==> config.mk <==
export PLATFORM = sky130hd
export DESIGN_NAME = dpr_port_master
export DESIGN_NICKNAME = d
export VERILOG_FILES = /design/src/logic/dpr_host_pkg.sv /design/src/logic/dpr_port_master.sv /design/src/logic/dpr_sync2.sv
export VERILOG_INCLUDE_DIRS = /design/src /design/src/logic
export SDC_FILE = /design/constraint.sdc
export NUM_CORES = 1
export LEC_CHECK = 0
export BUFFER_PORTS_ARGS = -buffer_cell sky130_fd_sc_hd__buf_2
export CORE_MARGIN = 2
export CORE_UTILIZATION = 47
export CTS_BUF_LIST = sky130_fd_sc_hd__clkbuf_16
export DETAILED_ROUTE_END_ITERATION = 10
export GPL_TIMING_DRIVEN = 0
export PLACE_DENSITY = 0.8
export SLEW_MARGIN = 20
export SYNTH_ARGS = -nofsm -noshare
export SYNTH_HDL_FRONTEND = slang
export SYNTH_SLANG_ARGS = --single-unit
export TNS_END_PERCENT = 10
==> constraint.sdc <==
create_clock -name CLK -period 4.7 [get_ports CLK]
set_input_delay 0.235 -clock CLK [delete_from_list [all_inputs] [get_ports CLK]]
set_output_delay 0.235 -clock CLK [all_outputs]
set_load 0.01 [all_outputs]
==> src/logic/dpr_host_consts.svh <==
// Constants for the processor-side controller of one dual-port RAM port.
// Assumes a 40 MHz controller clock and the slowest device grade.
`ifndef DPR_HOST_CONSTS_SVH
`define DPR_HOST_CONSTS_SVH

`define DPR_ADDR_W        11
`define DPR_DATA_W        8
`define DPR_MAIL_LEFT     11'h7fe
`define DPR_MAIL_RIGHT    11'h7ff

`define DPR_CLK_NS        25
`define DPR_SYNC_STAGES   2
// Contention output valid after address/enable settle
`define DPR_SETTLE_NS     30
`define DPR_SETTLE_CYC    ((`DPR_SETTLE_NS + `DPR_CLK_NS - 1) / `DPR_CLK_NS)
// Contention release to valid data
`define DPR_RELEASE_NS    50
`define DPR_RELEASE_CYC   ((`DPR_RELEASE_NS + `DPR_CLK_NS - 1) / `DPR_CLK_NS)
// Read access and write pulse length
`define DPR_ACCESS_NS     55
`define DPR_ACCESS_CYC    ((`DPR_ACCESS_NS + `DPR_CLK_NS - 1) / `DPR_CLK_NS)

`endif

==> src/logic/dpr_host_pkg.sv <==
// Types shared by the dual-port RAM port controller.
// Assumes dpr_host_consts.svh on the include path.
`include "dpr_host_consts.svh"

package dpr_host_pkg;

    typedef enum logic [1:0] {
        OP_READ,
        OP_WRITE,
        OP_SEND_MAIL,
        OP_TAKE_MAIL
    } op_type;

    typedef struct packed {
        op_type                    op;
        logic [`DPR_ADDR_W-1:0]    addr;
        logic [`DPR_DATA_W-1:0]    wdata;
    } cmd_type;

    typedef struct packed {
        logic [`DPR_DATA_W-1:0]    rdata;
        logic                      collided;
    } rsp_type;

endpackage

==> src/logic/dpr_port_master.sv <==
// Processor-side controller for one port of a 2K x 8 dual-port RAM with
// mailbox interrupts and contention arbitration.
// Assumes the RAM pins are asynchronous to CLK; the data bus wire is
// resolved outside from RAM_DATA_OUT and RAM_DATA_OE_N.
//
// What this block does
// - Read data untrusted until contention clears, propagates
// - Right reads 7FF with enables low, clears
// - Left reads 7FE with enables low, clears
// - Without interrupts, mailboxes are plain storage
`timescale 1ns/10ps

module dpr_port_master
    import dpr_host_pkg::*;
#(
    parameter bit LEFT_SIDE  = 1'b1,
    parameter bit MAILBOX_EN = 1'b1
) (
    input  wire logic                   CLK,            // 40 MHz clock
    input  wire logic                   RESET_N,        // Async reset
    input  wire logic                   CMD_VALID,      // Command offered
    input  wire cmd_type                CMD,            // Command
    output logic                        CMD_READY,      // Command taken
    output logic                        RSP_VALID,      // Result pulse
    output rsp_type                     RSP,            // Result
    output logic                        MAIL_PENDING,   // Mail waiting
    output logic                        RAM_CE_N,       // Chip enable
    output logic                        RAM_RW_N,       // Read/write
    output logic                        RAM_OE_N,       // Output enable
    output logic [`DPR_ADDR_W-1:0]      RAM_ADDR,       // Address
    input  wire logic [`DPR_DATA_W-1:0] RAM_DATA_IN,    // Data pin level
    output logic [`DPR_DATA_W-1:0]      RAM_DATA_OUT,   // Data to drive
    output logic                        RAM_DATA_OE_N,  // Low: drive data
    input  wire logic                   RAM_CONTENTION_N, // Contention pin
    input  wire logic                   RAM_IRQ_N       // Mailbox irq pin
);

    localparam logic [3:0] SETTLE_CYC =
        4'(`DPR_SETTLE_CYC + `DPR_SYNC_STAGES);
    localparam logic [3:0] RELEASE_CYC =
        4'(`DPR_RELEASE_CYC + `DPR_SYNC_STAGES);
    localparam logic [3:0] ACCESS_CYC =
        4'(`DPR_ACCESS_CYC + `DPR_SYNC_STAGES);
    localparam logic [`DPR_ADDR_W-1:0] OWN_MAIL =
        LEFT_SIDE ? `DPR_MAIL_LEFT : `DPR_MAIL_RIGHT;
    localparam logic [`DPR_ADDR_W-1:0] PEER_MAIL =
        LEFT_SIDE ? `DPR_MAIL_RIGHT : `DPR_MAIL_LEFT;

    typedef enum logic [1:0] {
        ST_IDLE,
        ST_SETTLE,
        ST_ACCESS,
        ST_HOLD
    } state_type;

    // Reset release
    logic rst_meta_reg;
    logic rst_n_reg;

    always_ff @(posedge CLK or negedge RESET_N) begin
        if (!RESET_N) begin
            rst_meta_reg <= 1'b0;
            rst_n_reg    <= 1'b0;
        end else begin
            rst_meta_reg <= 1'b1;
            rst_n_reg    <= rst_meta_reg;
        end
    end

    // Pin inputs, synchronised
    logic [`DPR_DATA_W+1:0] pins_sync;
    logic [`DPR_DATA_W-1:0] data_sync;
    logic                   contention_n_sync;
    logic                   irq_n_sync;

    dpr_sync2 #(
        .WIDTH (`DPR_DATA_W + 2)
    ) pin_sync (
        .clk   (CLK),
        .rst_n (rst_n_reg),
        .d     ({RAM_DATA_IN, RAM_CONTENTION_N, RAM_IRQ_N}),
        .q     (pins_sync)
    );

    assign data_sync         = pins_sync[`DPR_DATA_W+1:2];
    assign contention_n_sync = pins_sync[1];
    assign irq_n_sync        = pins_sync[0];

    state_type              state_reg,    state_next;
    logic [3:0]             cnt_reg,      cnt_next;
    logic                   is_write_reg, is_write_next;
    logic                   collided_reg, collided_next;
    logic                   ready_reg,    ready_next;
    logic                   rsp_valid_reg, rsp_valid_next;
    logic [`DPR_DATA_W-1:0] rdata_reg,    rdata_next;
    logic                   mail_reg,     mail_next;
    logic                   ce_n_reg,     ce_n_next;
    logic                   rw_n_reg,     rw_n_next;
    logic                   oe_n_reg,     oe_n_next;
    logic                   dq_oe_n_reg,  dq_oe_n_next;
    logic [`DPR_ADDR_W-1:0] addr_reg,     addr_next;
    logic [`DPR_DATA_W-1:0] dout_reg,     dout_next;

    always_comb begin
        state_next     = state_reg;
        cnt_next       = cnt_reg;
        is_write_next  = is_write_reg;
        collided_next  = collided_reg;
        ready_next     = ready_reg;
        rsp_valid_next = 1'b0;
        rdata_next     = rdata_reg;
        ce_n_next      = ce_n_reg;
        rw_n_next      = rw_n_reg;
        oe_n_next      = oe_n_reg;
        dq_oe_n_next   = dq_oe_n_reg;
        addr_next      = addr_reg;
        dout_next      = dout_reg;
        // Interrupt level held by the device until our clearing read
        mail_next      = MAILBOX_EN & ~irq_n_sync;
        case (state_reg)
            ST_IDLE: begin
                if (CMD_VALID && ready_reg) begin
                    ready_next    = 1'b0;
                    collided_next = 1'b0;
                    dout_next     = CMD.wdata;
                    is_write_next = (CMD.op == OP_WRITE) ||
                                    (CMD.op == OP_SEND_MAIL);
                    case (CMD.op)
                        OP_SEND_MAIL: addr_next = PEER_MAIL;
                        OP_TAKE_MAIL: addr_next = OWN_MAIL;
                        default:      addr_next = CMD.addr;
                    endcase
                    // Address and enable first: arbitration sees only these
                    ce_n_next  = 1'b0;
                    cnt_next   = SETTLE_CYC;
                    state_next = ST_SETTLE;
                end
            end
            ST_SETTLE: begin
                if (!contention_n_sync) begin
                    // We lost arbitration: hold the access, then wait for
                    // the winner's data to propagate before continuing
                    collided_next = 1'b1;
                    cnt_next      = RELEASE_CYC;
                end else if (cnt_reg != 4'h0) begin
                    cnt_next = cnt_reg - 4'h1;
                end else begin
                    // Write strobe only once contention is known clear, so
                    // no write is lost to internal suppression
                    cnt_next   = ACCESS_CYC;
                    state_next = ST_ACCESS;
                    if (is_write_reg) begin
                        rw_n_next    = 1'b0;
                        dq_oe_n_next = 1'b0;
                    end else begin
                        oe_n_next = 1'b0;
                    end
                end
            end
            ST_ACCESS: begin
                if (cnt_reg != 4'h0) begin
                    cnt_next = cnt_reg - 4'h1;
                end else begin
                    if (!is_write_reg) begin
                        rdata_next = data_sync;
                    end
                    rw_n_next  = 1'b1;
                    oe_n_next  = 1'b1;
                    state_next = ST_HOLD;
                end
            end
            ST_HOLD: begin
                // Data held one cycle past the write strobe's rise
                dq_oe_n_next   = 1'b1;
                ce_n_next      = 1'b1;
                rsp_valid_next = 1'b1;
                ready_next     = 1'b1;
                state_next     = ST_IDLE;
            end
            default: begin
                state_next   = ST_IDLE;
                ce_n_next    = 1'b1;
                rw_n_next    = 1'b1;
                oe_n_next    = 1'b1;
                dq_oe_n_next = 1'b1;
                ready_next   = 1'b1;
            end
        endcase
    end

    always_ff @(posedge CLK or negedge rst_n_reg) begin
        if (!rst_n_reg) begin
            state_reg     <= ST_IDLE;
            cnt_reg       <= 4'h0;
            is_write_reg  <= 1'b0;
            collided_reg  <= 1'b0;
            ready_reg     <= 1'b1;
            rsp_valid_reg <= 1'b0;
            rdata_reg     <= 8'h00;
            mail_reg      <= 1'b0;
            ce_n_reg      <= 1'b1;
            rw_n_reg      <= 1'b1;
            oe_n_reg      <= 1'b1;
            dq_oe_n_reg   <= 1'b1;
            addr_reg      <= 11'h000;
            dout_reg      <= 8'h00;
        end else begin
            state_reg     <= state_next;
            cnt_reg       <= cnt_next;
            is_write_reg  <= is_write_next;
            collided_reg  <= collided_next;
            ready_reg     <= ready_next;
            rsp_valid_reg <= rsp_valid_next;
            rdata_reg     <= rdata_next;
            mail_reg      <= mail_next;
            ce_n_reg      <= ce_n_next;
            rw_n_reg      <= rw_n_next;
            oe_n_reg      <= oe_n_next;
            dq_oe_n_reg   <= dq_oe_n_next;
            addr_reg      <= addr_next;
            dout_reg      <= dout_next;
        end
    end

    assign CMD_READY     = ready_reg;
    assign RSP_VALID     = rsp_valid_reg;
    assign RSP           = '{rdata: rdata_reg, collided: collided_reg};
    assign MAIL_PENDING  = mail_reg;
    assign RAM_CE_N      = ce_n_reg;
    assign RAM_RW_N      = rw_n_reg;
    assign RAM_OE_N      = oe_n_reg;
    assign RAM_ADDR      = addr_reg;
    assign RAM_DATA_OUT  = dout_reg;
    assign RAM_DATA_OE_N = dq_oe_n_reg;

endmodule

==> src/logic/dpr_sync2.sv <==
// Two-flop synchroniser for a bundle of pin levels.
// Assumes the inputs change asynchronously to clk; resets to all ones.
`timescale 1ns/10ps

module dpr_sync2 #(
    parameter int WIDTH = 1
) (
    input  wire logic             clk,    // Controller clock
    input  wire logic             rst_n,  // Active-low reset
    input  wire logic [WIDTH-1:0] d,      // Asynchronous levels
    output logic      [WIDTH-1:0] q       // Synchronised levels
);

    logic [WIDTH-1:0] meta_reg;
    logic [WIDTH-1:0] meta_next;
    logic [WIDTH-1:0] q_reg;
    logic [WIDTH-1:0] q_next;

    always_comb begin
        meta_next = d;
        q_next    = meta_reg;
    end

    always_ff @(posedge clk or negedge rst_n) begin
        if (!rst_n) begin
            meta_reg <= '1;
            q_reg    <= '1;
        end else begin
            meta_reg <= meta_next;
            q_reg    <= q_next;
        end
    end

    assign q = q_reg;

endmodule

* Yosys cells after proc, flatten, opt, wreduce, memory -nomap -nowiden
Cells that the tools add are included.
Storage, ports and cells: register bits after elaboration 63, input port bits 34, output and inout port bits 35, word-level logic and storage cells 79
Cells by class: add/sub/neg operators 1, eq/ne operators 14, multiplexer cells 26, bitwise logic cells 3, reductions and logical operators 18
Operators by type and width (number):
- $pmux W11 S2 | 1
- $mux W4 | 4
- $ne A2 B2 Y1 const B | 7
- $pmux W4 S3 | 1
- $mux W1 | 10
- $pmux W1 S2 | 5
- $reduce_and A5 Y1 | 2
- $reduce_and A3 Y1 | 3
- $eq A2 B2 Y1 const B | 4
- $mux W2 | 4
- $pmux W2 S4 | 1
- $reduce_and A4 Y1 | 2
- $reduce_bool A2 Y1 | 4
- $eq A2 B1 Y1 const B | 2
- $reduce_and A2 Y1 | 2
- $reduce_bool A4 Y1 | 1
- $sub A4 B1 Y4 const B | 1
- $not A1 Y1 | 3
- $reduce_bool A3 Y1 | 1
- $logic_not A2 Y1 | 1
- $ne A2 B1 Y1 const B | 1
- $logic_and A1 B1 Y1 | 1
- $logic_or A1 B1 Y1 | 1

* Longest topological paths before layout
Gate-level depths: netlist of the first run.
word-level depth 4, mapped depth 8, gate-level depth less buffers 6

* Modules after synthesis
From an unflattened synthesis of the first run, not the netlist that was laid out.
Unflattened totals: cell total of the unflattened synthesis 198, area, all modules 2502.4 um^2
By module, submodules not included:
- dpr_port_master | instances 1, cells each 178, area an instance 1976.9 um^2, seq. area each 1081.0 um^2
- dpr_sync2 | instances 1, cells each 20, area an instance 525.5 um^2, seq. area each 525.5 um^2

* Worst setup path after synthesis of the first run
No wires, ideal clock.
path kind reg2reg, start reg cnt_reg[0], end reg rdata_reg[0], library setup time 0.125 ns, arrival time 1.721 ns, data required time 4.575 ns, path slack 2.853 ns, stages on the path, launching flop included 9, path buffers 2, clock period less this slack 1.847 ns, cell sequence dfrtp_1 inv_1 ha_1 nor3b_4 and2_1 buf_6 nor2b_4 buf_12 mux2_4
Between the ends: cells in the longest elaborated chain, start to end 3
Ends and longest elaborated chain:
- from (decl) | RTL line dpr_port_master.sv:90 | logic [3:0] cnt_reg, cnt_next;
- from (signal assigned) | RTL line dpr_port_master.sv:209 | cnt_reg <= cnt_next;
- $reduce_bool A4 Y1 | RTL line dpr_port_master.sv:161 | if (cnt_reg != 4'h0) begin
- $not A1 Y1 (no source line)
- $reduce_and A3 Y1 (no source line)
- to (signal assigned) | RTL line dpr_port_master.sv:214 | rdata_reg <= rdata_next;
- to (decl) | RTL line dpr_port_master.sv:95 | logic [`DPR_DATA_W-1:0] rdata_reg, rdata_next;
Every way passes these cells. A chain may end at the register's enable or synchronous reset.

* Final worst setup path of the first run
start reg cnt_reg[0], end reg rdata_reg[7]
The elaborated chain is that of the path after synthesis.

==> results of run 1 <==
## layer usage
layer  up-vias  track usage, %  routed length [um]
li1        814               -                   -
met1       807            19.7                1970
met2        55            28.2                2250
met3         6            8.71                 360
met4         0            5.36                  51
met5         -               0                   0
## area by class of cell
cell class	instances	area, um2	share of cell area [%]
clock buffers	9	225	6.89
inverters	9	33.8	1.03
clock inverters	7	55.1	1.68
well taps	70	87.6	2.68
multi-input cells	115	800	24.5
plain buffers	10	70.1	2.14
repair buffers	71	388	11.9
flip-flops and latches	63	1610	49.3
## layout by cell type, fill, tap and decap left out, drive strengths merged
cell / instances
nor2: 18
a2111oi: 1
ha: 8
o21bai: 1
nor3b: 1
or2b: 1
o31ai: 1
mux2i: 3
buf: 74
or3: 1
bufinv: 1
conb: 1
nand2b: 2
mux2: 17
inv: 10
clkbuf: 14
or2: 2
nor3: 2
o41ai: 1
nor4: 1
nor2b: 2
o21ai: 18
clkinv: 5
dlygate4sd3: 2
dfrtp: 39
and2: 1
nand2: 18
nand3: 3
a21o: 1
dfstp: 24
a21oi: 8
a21boi: 1
a22o: 1
or4: 1
## kinds of logic (layout without fill, tap and decap cells)
group / after synthesis / after routing / share of synthesized area (%)
AO/OA/AOI/OAI: 33 / 33 / 7.43
adder cells (fa/ha/maj): 8 / 8 / 3.99
buffers and inverters: 19 / 106 / 4.14
flip-flops: 63 / 63 / 64.0
multiplexers: 20 / 20 / 10.0
other: 1 / 1 / 0.149
AND/OR/NAND/NOR: 53 / 53 / 10.3
## repair_timing
item / CTS / global route
buffers inserted: 0 / 0
hold buffers: 1 / 1
hold endpoints to repair: 2 / 1
## per-stage QoR
step                power, mW  hold slack (ps)  utilization (%)  setup WS (ps)  cell area (um2)
global route             2.43             1.33             63.6           2540             3270
detailed placement       1.68             25.3             57.8           2670             2970
floorplan                1.40            -60.6                -           2850             2510
finish                   2.28             16.1             63.6           2680             3270
CTS                      2.30             6.12             63.4           2650             3260
global placement         1.64             21.8             57.2           2260             2940
## worst max-delay path by stage
stage                                start                        to  slack (ps)  cells past startpoint
floorplan           cnt_reg[0]$_DFFE_PN0P_  rdata_reg[0]$_DFFE_PN0P_        2850                      8
global placement       rst_n_reg$_DFF_PN0_  rdata_reg[0]$_DFFE_PN0P_        2260                      0
detailed placement  cnt_reg[0]$_DFFE_PN0P_  rdata_reg[7]$_DFFE_PN0P_        2670                      8
CTS                 cnt_reg[0]$_DFFE_PN0P_  rdata_reg[7]$_DFFE_PN0P_        2650                      8
global route        cnt_reg[0]$_DFFE_PN0P_  rdata_reg[7]$_DFFE_PN0P_        2540                      8
finish              cnt_reg[0]$_DFFE_PN0P_  rdata_reg[7]$_DFFE_PN0P_        2680                      8
## synth_stat cells, drive strengths merged
master    n  share of area, %
a22o      1              0.35
o41ai     1              0.35
nor3      2              0.40
a2111oi   1              0.35
and2      1              0.25
nor2b     2              0.80
mux2     17               8.8
nand2b    2              0.50
or3       1              0.25
nor3b     1              0.75
nor4      1              0.25
dfrtp    39                39
mux2i     3               1.2
a21boi    1              0.30
or4       1              0.30
a21o      1              0.30
dfstp    24                25
ha        8               4.0
nand2    18               2.7
conb      1              0.15
clkbuf    5              0.75
o31ai     1              0.30
nor2     18               2.7
or2b      1              0.30
o21ai    18               3.6
inv       9               1.3
o21bai    1              0.30
buf       5               2.0
or2       2              0.50
nand3     3              0.60
a21oi     8               1.6
## power by group
part           leakage, nW  total [mW]  internal [mW]  switching [mW]
combinational        0.735       0.806          0.400           0.405
sequential           0.724       0.859          0.746           0.113
clock                0.143       0.611          0.400           0.211
==> reports/results.ini, run 1 <==
[hold_path]
hold_end = pin_sync.meta_reg[7]$_DFF_PN1_
hp-class = in2reg
hold_depth = 1
min_from = RAM_DATA_IN[5]

[yosys]
synthCells = 197
syn_area_per_cell_um2 = 12.7
synth-seq-area-share_pct = 64.0
ys_warn_count = 0
syn_area_um2 = 2510
synth_nets = 239
synthDistinctLibCells = 37
ys_ff_latch = 63

[final_layout]
nNetsFinal = 321
drive_gt1_share_pct = 46.1
nFillCells = 413
area_delta_synth_final_pct = 30.3
layout.cells.non_filler = 354
diodes = 0
largest_register_ff_count = 11

[die]
die_w_um = 77.1
dieArea_um2 = 5940
core_um2 = 5140
dieHeight_um = 77.1
start_util_pct = 48.8
ioPinCount = 69
rows = 26

[clocking]
clk_pin_slew_ps = 50
htree_levels = 3
cts-root-buf = clkbuf_16
cts_tree = done
cts_sinks = 63
clockBufferDepth = 2
cts_buffers = 9
clk_latency_ps = 320
cts_resized = 0

[timing]
finalCritPeriodShare_pct = 43.1
setup-violations-final = 0
final.min_clock_period_ps = 2020
tns_ps = 0
max_freq_ghz = 0.494
finalHoldViolCount = 0
fin_worst_skew_ps = 4.96
finalMaxSlewViolations = 0
grt_setup_unrepaired = no

[critical_path]
worst-setup-path-type = reg2reg
slowest_stage = dfrtp_1
cp.required_ps = 4900
critPathMaxStageDelay_ps = 410
reg2reg_to = rdata_reg[7]$_DFFE_PN0P_
cp-start-kind = register
r2r_slack_ps = 2680
end_kind = register
reg2regPathDepth = 8
crit_buf_inv = 3
crit_family = simple AND/OR/NAND/NOR gates
r2r-start = cnt_reg[0]$_DFFE_PN0P_
worstPathArrival_ps = 2220
critical_path.max_fanout = 8
crit_chain = inv_1 -> ha_1 -> nor3b_4 -> and2_1 -> buf_6 -> nor2b_4 -> buf_12 -> mux2_4

[grt]
grt_pass1_vias = 1751
antenna_found_initial = 0
track_usage_pct = 17.2
grt_max_degree = 53
grt_pass1_wl_um = 7790
overflow = 0

[detailed_routing]
vias = 1682
drcViolationCount = 0
drt_pass1_iterations = 4
postRouteAntennaNets = 0
vias_per_cell = 4.75
drt-initial-drc-count = 43
detail_route.wl_per_cell_um = 13.1
wirelength_um = 4640

[flow_run]
cap_violations = 0

[place]
dp_hpwl_um = 3310
numPortBuffers = 68
placed_cells = 336
place_congestion = 0.801

[pwr]
ir_drop_v = 0.000368
p_per_area_nw_per_um2 = 696
leakage_nw = 1.60

[outcome]
outcome = completed

Power figures use the tool's default switching activity.
==> run 2: changes to the inputs <==
- CORE_UTILIZATION: 47 -> 46
- PLACE_DENSITY: 0.8 -> 0.81
- clock period: 4.7 -> 1.8 ns (I/O delays scaled with it)
==> reports/results.ini, run 2 (synthesis gave the netlist of run 1 again) <==
[final_layout]
final_common_cell = buf_2
diodes = 0  ; unchanged
drive_gt1_share_pct = 49.8  ; +3.7 points
area_delta_synth_final_pct = 40.1
final_cell_mix = buf_2 (69), dfrtp_1 (38), dfstp_2 (24)
largest_register_ff_count = 11  ; unchanged
nNetsFinal = 344  ; +7.2%

[clocking]
clk_pin_slew_ps = 50  ; about the same
cts_sinks = 63  ; unchanged
cts-root-buf = clkbuf_16
cts_tree = done
cts_buffers = 9  ; unchanged
clk_latency_ps = 320  ; about the same
htree_levels = 3  ; unchanged
clockBufferDepth = 2  ; unchanged

[critical_path]
critPathMaxStageDelay_ps = 460  ; +50 ps
worst-setup-path-type = reg2reg
cp-start-kind = register
cp.required_ps = 1980  ; -2920 ps
slowest_stage = a2111oi_1
crit_chain = inv_2 -> ha_4 -> nor3b_4 -> buf_4 -> nand2_1 -> a2111oi_1 -> a21oi_1
worstPathArrival_ps = 1960  ; -260 ps
critical_path.max_fanout = 6  ; -2
end_kind = register

[pwr]
ir_drop_v = 0.00120  ; +230%
p_total_mw = 6.33  ; +180%
leakage_nw = 1.73  ; +7.8%
p_per_area_nw_per_um2 = 1800  ; +160%

[grt]
grt_pass1_vias = 1823  ; +4.1%
antenna_found_initial = 0  ; unchanged
track_usage_pct = 18.4  ; +1.2 points
grt_max_degree = 41  ; -23%
overflow = 0  ; unchanged
grt_pass1_wl_um = 8440  ; +8.3%

[hold_path]
hp-class = in2reg

[detailed_routing]
drt-initial-drc-count = 45  ; +4.7%
drcViolationCount = 0  ; unchanged
detail_route.wl_per_cell_um = 14.0  ; +7.2%
vias = 1834  ; +9.0%
drt_pass1_iterations = 4  ; unchanged
vias_per_cell = 4.86  ; +2.4%
wirelength_um = 5300  ; +14%
postRouteAntennaNets = 0  ; unchanged

[die]
dieArea_um2 = 6060  ; +2.1%
die_w_um = 77.9  ; +1.0%
core_um2 = 5170  ; +0.63%
start_util_pct = 48.5  ; -0.31 points
ioPinCount = 69  ; unchanged
rows = 26  ; unchanged
dieHeight_um = 77.9  ; +1.0%

[timing]
tns_ps = 0  ; unchanged
max_freq_ghz = 0.564  ; +14%
finalMaxSlewViolations = 0  ; unchanged
final.min_clock_period_ps = 1770  ; -250 ps
fin_worst_skew_ps = 6.00  ; +1.04 ps
finalCritPeriodShare_pct = 98.6  ; +55 points
setup-violations-final = 0  ; unchanged
finalHoldViolCount = 0  ; unchanged

[place]
numPortBuffers = 68  ; unchanged
place_congestion = 0.781  ; -2.5%
dp_hpwl_um = 3410  ; +2.9%

[outcome]
outcome = completed

[flow_run]
cap_violations = 0  ; unchanged

[run 2: timing repair]
item | 4_1_cts | 5_1_grt
endpoints found under the setup margin | 16 | 21
gates resized for setup | 6 | 7
pin swaps | 1 | 3
endpoints found under the hold margin | 17 | 0
buffers inserted | 3 | 8
hold buffers | 16 | 0
[run 2: cell type report]
cell class	instances	area, um2
plain buffers	8	56.3
clock buffers	9	225
clock inverters	7	58.8
fillers	361	1660
inverters	9	33.8
multi-input cells	115	841
flip-flops and latches	63	1610
well taps	70	87.6
repair buffers	96	603
[run 2: path summary, 6_finish.rpt]
check                                                 endpoint  slack (ps)                    from  cells past startpoint
worst min register to register             RSP_VALID$_DFF_PN0_         210     rst_n_reg$_DFF_PN0_                      0
worst min-delay path               RAM_DATA_OUT[5]$_DFFE_PN0P_           5                  CMD[5]                      2
min in group asynchronous                  rst_n_reg$_DFF_PN0_          80                 RESET_N                      2
worst max register to register        state_reg[0]$_DFFE_PN0P_          30  cnt_reg[0]$_DFFE_PN0P_                      7
max in group asynchronous       pin_sync.meta_reg[4]$_DFF_PN1_        1030     rst_n_reg$_DFF_PN0_                      1
worst max-delay path                  state_reg[0]$_DFFE_PN0P_          30  cnt_reg[0]$_DFFE_PN0P_                      7
[run 2: per-layer routing]
layer | vias to the layer above | GRT usage [%] | part of all wire, %
met4 | 0 | 6.96 | 1.5
met1 | 892 | 21.0 | 39
met5 | - | 0 | 0
met2 | 68 | 30.7 | 52
met3 | 10 | 7.67 | 7.0
li1 | 864 | - | -
[run 2: critical path, delay by kind of cell, from the launching register on]
kind / cells / cell delay, ps
buffers and inverters: 2 / 270
AOI/OAI and AO/OA: 2 / 540
DFF: 1 / 400
adders and majority gates: 1 / 130
and+or+nand+nor: 2 / 300
[run 2: stage by stage]
stage | instance area (um2) | util (%) | setup slack (ps) | hold WS [ps] | cells
finish | 3520 | 68.0 | 25.8 | 5.20 | 377
global route | 3520 | 68.0 | -38.6 | 5.97 | 377
CTS | 3440 | 66.6 | -23.7 | 0.408 | 370
detailed placement | 2960 | 57.3 | -253 | -122 | 336
global placement | 2940 | 56.8 | -652 | -124 | 335
floorplan | 2510 | - | -43.0 | -206 | 197
[run 2: report_power, final]
group | internal (mW) | total, mW | switching (mW)
logic | 1.27 | 2.45 | 1.18
registers | 1.95 | 2.27 | 0.319
clock network | 1.05 | 1.61 | 0.565
total | 4.27 | 6.33 | 2.06
